### src/port_pin_regs.vh
// constants for the port pin override logic
`ifndef PORT_PIN_REGS_VH
`define PORT_PIN_REGS_VH
`define PIN_COUNT 8
`define PORT_RESET_VAL 8'h00
`define PIN_OSC_OUT 3'h7
`define PIN_OSC_IN 3'h6
`define PIN_SCK 3'h5
`define PIN_MISO 3'h4
`define PIN_MOSI 3'h3
`define PIN_SS 3'h2
`define PIN_T1_COMPARE_A_OUT 3'h1
`define PIN_T1_COMPARE_B_OUT 3'h2
`define PIN_T2_COMPARE_A_OUT 3'h3
`define PIN_ICP 3'h0
`define SPI_PIN_MASK 8'h3C
`define PULLUP_NORMAL 3'h2
`endif

### src/pin_sync.v
// input synchroniser: latch stand-in followed by the pin input flop
`timescale 1ns/100ps
`include "port_pin_regs.vh"
module pin_sync (
    // clock and reset
    input wire ref_clk,
    input wire rst_n,
    // data
    input wire [7:0] din,
    output reg [7:0] dout
);
// =====================================================
// two stages
reg [7:0] stage_r;
always @(posedge ref_clk) begin
    if (!rst_n) begin
        stage_r <= `PORT_RESET_VAL;
        dout <= `PORT_RESET_VAL;
    end else begin
        stage_r <= din;
        dout <= stage_r;
    end
end
endmodule

### src/pin_mux.v
// combinational override multiplexer for one pin
`timescale 1ns/100ps
`include "port_pin_regs.vh"
module pin_mux (
    // register bits
    input wire dir_bit,
    input wire out_bit,
    input wire global_pullup_disable,
    input wire in_reset,
    input wire sleep_clamp,
    // override pairs
    input wire pullup_override_en,
    input wire pullup_override_val,
    input wire dir_override_en,
    input wire dir_override_val,
    input wire outval_override_en,
    input wire outval_override_val,
    input wire input_en_override_en,
    input wire input_en_override_val,
    // pad controls
    output wire drive_en,
    output wire drive_val,
    output wire pullup_en,
    output wire input_en
);
// =====================================================
// pull-up select
wire pu_normal = ({dir_bit, out_bit, global_pullup_disable}
    == `PULLUP_NORMAL);
assign pullup_en = !in_reset &&
    (pullup_override_en ? pullup_override_val : pu_normal);
assign drive_en = !in_reset &&
    (dir_override_en ? dir_override_val : dir_bit);
assign drive_val = outval_override_en ? outval_override_val : out_bit;
assign input_en = input_en_override_en ? input_en_override_val
    : !sleep_clamp;
endmodule

### src/port_pin_override_mux.v
// second port pin control: registers, alternate functions, pad controls
`timescale 1ns/100ps
`include "port_pin_regs.vh"
module port_pin_override_mux (
    // clock and reset
    input wire ref_clk,
    input wire rst_n,
    // register writes
    input wire dir_wr,
    input wire out_wr,
    input wire in_wr,
    input wire [7:0] wr_data,
    // register reads
    output reg [7:0] pin_direction_bit,
    output reg [7:0] pin_output_bit,
    output reg [7:0] pin_input_bit,
    // global controls
    input wire global_pullup_disable,
    input wire sleep_deep,
    input wire [7:0] toggle_override_en,
    // clocking configuration
    input wire clk_src_int_rc,
    input wire clk_src_ext,
    input wire timer_async_select,
    input wire timer_ext_clock_select,
    // spi
    input wire spi_enable,
    input wire spi_master,
    input wire sck_out,
    input wire spi_slave_out,
    input wire spi_master_out,
    // timers
    input wire t1_compare_a_en,
    input wire t1_compare_a_out,
    input wire t1_compare_b_en,
    input wire t1_compare_b_out,
    input wire t2_compare_a_en,
    input wire t2_compare_a_out,
    input wire clock_out_en,
    input wire divided_clock_src,
    // pin change and external interrupts
    input wire [7:0] pin_change_mask,
    input wire pin_change_enable,
    input wire [7:0] ext_int_enable,
    input wire [7:0] ext_int_edge_mode,
    // pads
    input wire [7:0] pad_in,
    output reg [7:0] pad_out,
    output reg [7:0] pad_oe,
    output reg [7:0] pad_pullup,
    // alternate function inputs
    output reg [7:0] raw_alt_input,
    output reg [7:0] pin_change_source,
    output reg osc_in_pin,
    output reg timer_osc_in,
    output reg sck_in,
    output reg spi_master_in,
    output reg spi_slave_in,
    output reg spi_ss_in,
    output reg t1_capture_in,
    output reg [7:0] ext_int_wake_flag
);
// =====================================================
// helpers
function [7:0] bit_mask;
    input [2:0] idx;
    begin
        bit_mask = 8'h01 << idx;
    end
endfunction

// =====================================================
// register storage
reg [7:0] dir_r;
reg [7:0] out_r;
reg [7:0] clamp_was_r;
wire [7:0] sync_q;
wire [7:0] pu_oe, pu_ov, dd_oe, dd_ov, pv_oe, pv_ov, die_oe, die_ov;
wire [7:0] drv_en, drv_val, pu_en, in_en;
wire [7:0] schmitt;
wire in_reset = !rst_n;
// timer oscillator only with internal RC
wire tosc_ok = clk_src_int_rc & timer_async_select;
wire b7_osc = (!clk_src_int_rc & !clk_src_ext) |
    (tosc_ok & !timer_ext_clock_select);
wire b6_osc = !clk_src_int_rc | tosc_ok;
wire spi_slave = spi_enable & !spi_master;
wire spi_mstr = spi_enable & spi_master;
wire [7:0] osc_mask = (b7_osc ? bit_mask(`PIN_OSC_OUT) : 8'h00) |
    (b6_osc ? bit_mask(`PIN_OSC_IN) : 8'h00);

always @(posedge ref_clk) begin
    if (!rst_n) begin
        dir_r <= `PORT_RESET_VAL;
        out_r <= `PORT_RESET_VAL;
    end else begin
        if (dir_wr) begin
            dir_r <= wr_data;
        end
        // toggle by input write or override
        if (out_wr) begin
            out_r <= wr_data ^ toggle_override_en;
        end else begin
            out_r <= out_r ^ (in_wr ? wr_data : 8'h00) ^ toggle_override_en;
        end
    end
end

// =====================================================
// override terms, combinational
// spi slave forces inputs, pull-up kept
assign pu_oe = osc_mask | (spi_slave ? `SPI_PIN_MASK : 8'h00);
assign pu_ov = (spi_slave ? (out_r & `SPI_PIN_MASK &
    {8{!global_pullup_disable}}) : 8'h00) & ~osc_mask;
assign dd_oe = pu_oe | (clock_out_en ? bit_mask(`PIN_ICP) : 8'h00);
assign dd_ov = clock_out_en ? bit_mask(`PIN_ICP) : 8'h00;
assign pv_oe = {2'b00, spi_slave, spi_slave,
    spi_mstr | t2_compare_a_en, t1_compare_b_en, t1_compare_a_en,
    clock_out_en};
assign pv_ov = {2'b00, sck_out, spi_slave_out,
    (spi_mstr & spi_master_out) | (t2_compare_a_en & t2_compare_a_out),
    t1_compare_b_out, t1_compare_a_out, divided_clock_src};
// interrupt and pin change keep input alive
assign die_oe = osc_mask | (pin_change_enable ? pin_change_mask : 8'h00)
    | ext_int_enable;
assign die_ov = ~osc_mask;

genvar g;
generate
for (g = 0; g < `PIN_COUNT; g = g + 1) begin : pins
    pin_mux u_mux (
        .dir_bit(dir_r[g]),
        .out_bit(out_r[g]),
        .global_pullup_disable(global_pullup_disable),
        .in_reset(in_reset),
        .sleep_clamp(sleep_deep),
        .pullup_override_en(pu_oe[g]),
        .pullup_override_val(pu_ov[g]),
        .dir_override_en(dd_oe[g]),
        .dir_override_val(dd_ov[g]),
        .outval_override_en(pv_oe[g]),
        .outval_override_val(pv_ov[g]),
        .input_en_override_en(die_oe[g]),
        .input_en_override_val(die_ov[g]),
        .drive_en(drv_en[g]),
        .drive_val(drv_val[g]),
        .pullup_en(pu_en[g]),
        .input_en(in_en[g])
    );
end
endgenerate

// clamp ahead of the schmitt trigger
assign schmitt = pad_in & in_en;

pin_sync u_sync (
    .ref_clk(ref_clk),
    .rst_n(rst_n),
    .din(schmitt),
    .dout(sync_q)
);

// =====================================================
// registered outputs; one flop of latency on pad controls
always @(posedge ref_clk) begin
    if (!rst_n) begin
        pad_out <= `PORT_RESET_VAL;
        pad_oe <= `PORT_RESET_VAL;
        pad_pullup <= `PORT_RESET_VAL;
        pin_direction_bit <= `PORT_RESET_VAL;
        pin_output_bit <= `PORT_RESET_VAL;
        pin_input_bit <= `PORT_RESET_VAL;
        raw_alt_input <= `PORT_RESET_VAL;
        pin_change_source <= `PORT_RESET_VAL;
        osc_in_pin <= 1'b0;
        timer_osc_in <= 1'b0;
        sck_in <= 1'b0;
        spi_master_in <= 1'b0;
        spi_slave_in <= 1'b0;
        spi_ss_in <= 1'b0;
        t1_capture_in <= 1'b0;
        ext_int_wake_flag <= `PORT_RESET_VAL;
        clamp_was_r <= `PORT_RESET_VAL;
    end else begin
        pad_out <= drv_val & drv_en;
        pad_oe <= drv_en;
        pad_pullup <= pu_en;
        pin_direction_bit <= dir_r & ~osc_mask;
        pin_output_bit <= out_r & ~osc_mask;
        pin_input_bit <= sync_q & ~osc_mask;
        raw_alt_input <= schmitt;
        pin_change_source <= schmitt;
        osc_in_pin <= pad_in[`PIN_OSC_IN];
        timer_osc_in <= pad_in[`PIN_OSC_IN];
        sck_in <= schmitt[`PIN_SCK];
        spi_master_in <= schmitt[`PIN_MISO];
        spi_slave_in <= schmitt[`PIN_MOSI];
        spi_ss_in <= schmitt[`PIN_SS];
        t1_capture_in <= schmitt[`PIN_ICP];
        // clamp drop of a high pin seen on wake
        clamp_was_r <= ~in_en & pad_in & ext_int_edge_mode;
        ext_int_wake_flag <= clamp_was_r & in_en & ~ext_int_enable;
    end
end
endmodule

### config.mk
export PLATFORM = sky130hd
export DESIGN_NAME = port_pin_override_mux
export DESIGN_NICKNAME = d
export VERILOG_FILES = /design/src/pin_sync.v /design/src/pin_mux.v /design/src/port_pin_override_mux.v
export VERILOG_INCLUDE_DIRS = /design/src
export SDC_FILE = /design/constraint.sdc
export NUM_CORES = 1
export LEC_CHECK = 0
export ABC_CLOCK_PERIOD_IN_PS = 2000
export BUFFER_PORTS_ARGS = -buffer_cell sky130_fd_sc_hd__buf_2
export CORE_UTILIZATION = 49
export DETAILED_ROUTE_END_ITERATION = 8
export GPL_TIMING_DRIVEN = 0
export MAX_ROUTING_LAYER = met4
export PLACE_DENSITY = 0.85
export SYNTH_ARGS = -nofsm -noshare
export SYNTH_HDL_FRONTEND = slang
export SYNTH_HIERARCHICAL = 1
export SYNTH_SLANG_ARGS = --single-unit
export TNS_END_PERCENT = 1
### constraint.sdc
create_clock -name ref_clk -period 2 [get_ports ref_clk]
set_input_delay 0.4 -clock ref_clk [delete_from_list [all_inputs] [get_ports ref_clk]]
set_output_delay 0.4 -clock ref_clk [all_outputs]
set_load 0.02 [all_outputs]
==> flow_metrics.tcl <==
set metrics [dict create \
    place_congestion 0.8255 \
    async_reset_ff_share_pct 0 \
    die_w_microns 92.62 \
    fill_cells 659 \
    ys_seq_elements 105 \
    cp-start-kind "input port" \
    regArea_sq_um 2102 \
    io_pins 152 \
    die_h_microns 92.62 \
    place.port_buffers 149 \
    final_hold_viol_count 0 \
    setup_viol 0 \
    fin_nets 658 \
    synth_edf_count 0 \
    grt_max_degree 26 \
    dp_cells 676 \
    rrSetupSlack_ns 0.77 \
    leakage_uw 0.002727 \
    max_slew_margin_pct 58.77 \
    cts_tree "built" \
    drtIter0Drc 94 \
    yosysTopAreaCell "dfxtp_1" \
    postSynthAreaPerCell_sq_um 10.03 \
    hold_start "ext_int_enable[7]" \
    drc 0 \
    path_class "input port to register" \
    grt_use_total_pct 23.61 \
    design_area_sq_um 5195 \
    clock-root-buffer "clkbuf_8" \
    grt_pass1_vias 3177 \
    ys.flop_type "dfxtp_1" \
    dp_hpwl_microns 7116 \
    vias_per_cell 4.861 \
    final_cells 692 \
    antenna_found_initial 0 \
    cts.sink_count 105 \
    tightest_slew_ns 0.6157 \
    synth_top_area_share_pct 52.24 \
    globalRouteMet1Util_pct 27.30 \
    startpoint "spi_enable" \
    slew_viol_final 0 \
    ant_nets 0 \
    crit_arrival_ns 1.88 \
    synth_area_leaders "dfxtp_1, and2_1, and3_1, mux2i_1, and4b_1" \
    fin_skew_ns 0.008720 \
    cts.clk_slew.worst_paths_ns 0.10 \
    reg2reg_from "out_r[5]" \
    synth_commonest_cells "dfxtp_1, and2_1, nand2_1" \
    drtPass1Iterations 5 \
    gr-usage-met2_pct 40.86 \
    routed_wl_microns 9579 \
    yosysMostFrequentCell "dfxtp_1" \
    yosysUniqueCellTypes 31 \
    grt-ovfl-total 0 \
    fp.coreArea_sq_um 7848 \
    holdWs_ns 0.2043 \
    gr-usage-met3_pct 3.366 \
    die_area_sq_um 8578 \
    n_antenna_cell 0 \
    layout_setup_ws_ns 0.4281 \
    syn2layout_area_growth_pct 29.10 \
    setup.worst_path.end_class "register" \
    htree_levels 3 \
    power_density_nw_per_um2 785.2 \
    finalCritPeriodShare_pct 78.59 \
    crit_required_ns 2.31 \
    via_count 3364 \
    outcome "completed" \
    grt_pass1_wl_microns 14910 \
    clkLatencyLatePin_ns 0.36 \
    ir_drop_v 0.0004062 \
    cap_viol_max_count 0 \
    yosysWarningCount 6 \
    globalRoute.busiestLayer "met2" \
    syn_area_sq_um 4024 \
    path_max_fanout 15 \
    pre_cts_ws_ns -0.2660 \
    min_period_ns 1.572 \
    seq_area_frac_synth_pct 52.24 \
    hold_path.class "input port to register" \
    clock_path_buffers 2 \
    cts_buffers 9 \
    initial_core_util_pct 51.28 \
    wl_per_cell_microns 13.84 \
    holdBufCountCts 0 \
    synthesis.instances 401 \
    rsz0062_at_grt "false" \
    multi_input_area_sq_um 1798 \
    rows 32 \
    fmax_ghz 0.6362 \
    place_area_sq_um 4987 \
    drive_gt1_share_pct 36.44 \
]
## final timing paths
kind,end,depth (start not counted)
max,pad_pullup[4],7
min,ext_int_wake_flag[7],2
max reg2reg,pad_pullup[5],3
min reg2reg,pin_input_bit[4],1
## final cells by class
type	instances	share of cell area, %
buffer	27	3.372
clock inverter	5	1.228
timing repair buffer	149	14.35
tap	102	2.457
multi-input combinational	282	34.61
sequential	105	40.46
clock buffer	11	2.722
inverter	11	0.7948
## per-stage QoR
step | TNS (ns) | total power, uW | util (%)
2_1_floorplan | 0 | 2579 | -
3_3_place_gp | -0.6353 | 2766 | 63.55
3_5_place_dp | -1.022 | 2790 | 63.55
4_1_cts | 0 | 4104 | 66.17
5_1_grt | 0 | 4242 | 66.20
6_report | 0 | 4079 | 66.20
## timing repair
| action | CTS | global route |
|---|---|---|
| endpoints found under the hold margin | 0 | 0 |
| setup endpoints to repair | 0 | 3 |
| resized for setup | 0 | 1 |
| buffers inserted | 0 | 0 |
## kinds of logic after synthesis
logic type / Yosys count / share of synthesized area, %
AND/OR/NAND/NOR: 189 / 29.79
multiplexers: 24 / 6.219
other: 2 / 0.1866
buffers and inverters: 38 / 5.379
AO/OA/AOI/OAI: 43 / 6.188
flip-flops: 105 / 52.24
## metal layers
layer | vias to the layer above | wire length [microns]
met2 | 100 | 4963
met1 | 1561 | 4018
met3 | 19 | 409
li1 | 1684 | -
met4 | 0 | 187
met5 | - | 0
## cells in the final DEF, fill, tap and decap left out, types with 2 or more instances in the layout
master      n
a21o_1      7
a21oi_1    18
and2_1     51
and2_2     12
and3_1     28
and3_4      2
and4b_1    13
buf_2     151
buf_4      14
buf_6       2
clkbuf_1    7
clkbuf_2    3
clkbuf_8   10
clkinv_4    2
conb_1     26
dfxtp_1   105
inv_1      10
mux2_2      8
mux2i_1    16
nand2_1    29
nand3b_1    8
nor2_1     16
nor2b_1     8
nor2b_4     2
nor3_1      8
nor3_2      2
o21ai_0    14
o21ai_2     2
or4b_1      8
## flip-flops by register name, indices dropped and copies added, names as in the netlist
register	count
timer_osc_in	1
dir_r	8
pad_oe	8
pin_input_bit	8
u_sync/stage_r	8
ext_int_wake_flag	8
pin_output_bit	8
out_r	8
pad_out	8
u_sync/dout	8
pad_pullup	8
clamp_was_r	8
pin_direction_bit	8
pin_change_source	8
## report_power, final
group,switching [uW],internal [uW],leakage [uW]
Combinational,286,240,0.00177
Clock,713,623,0.000100
Sequential,46.4,2170,0.000858
Total,1050,3030,0.00273
## critical path: stages
cell and delay (ns):
buf_2 0.10, nor2b_2 0.53, nor2b_1 0.33, and2_1 0.17, nand2_1 0.05, a21oi_1 0.17
and2_1 0.14
Power figures use the tool's default switching activity.
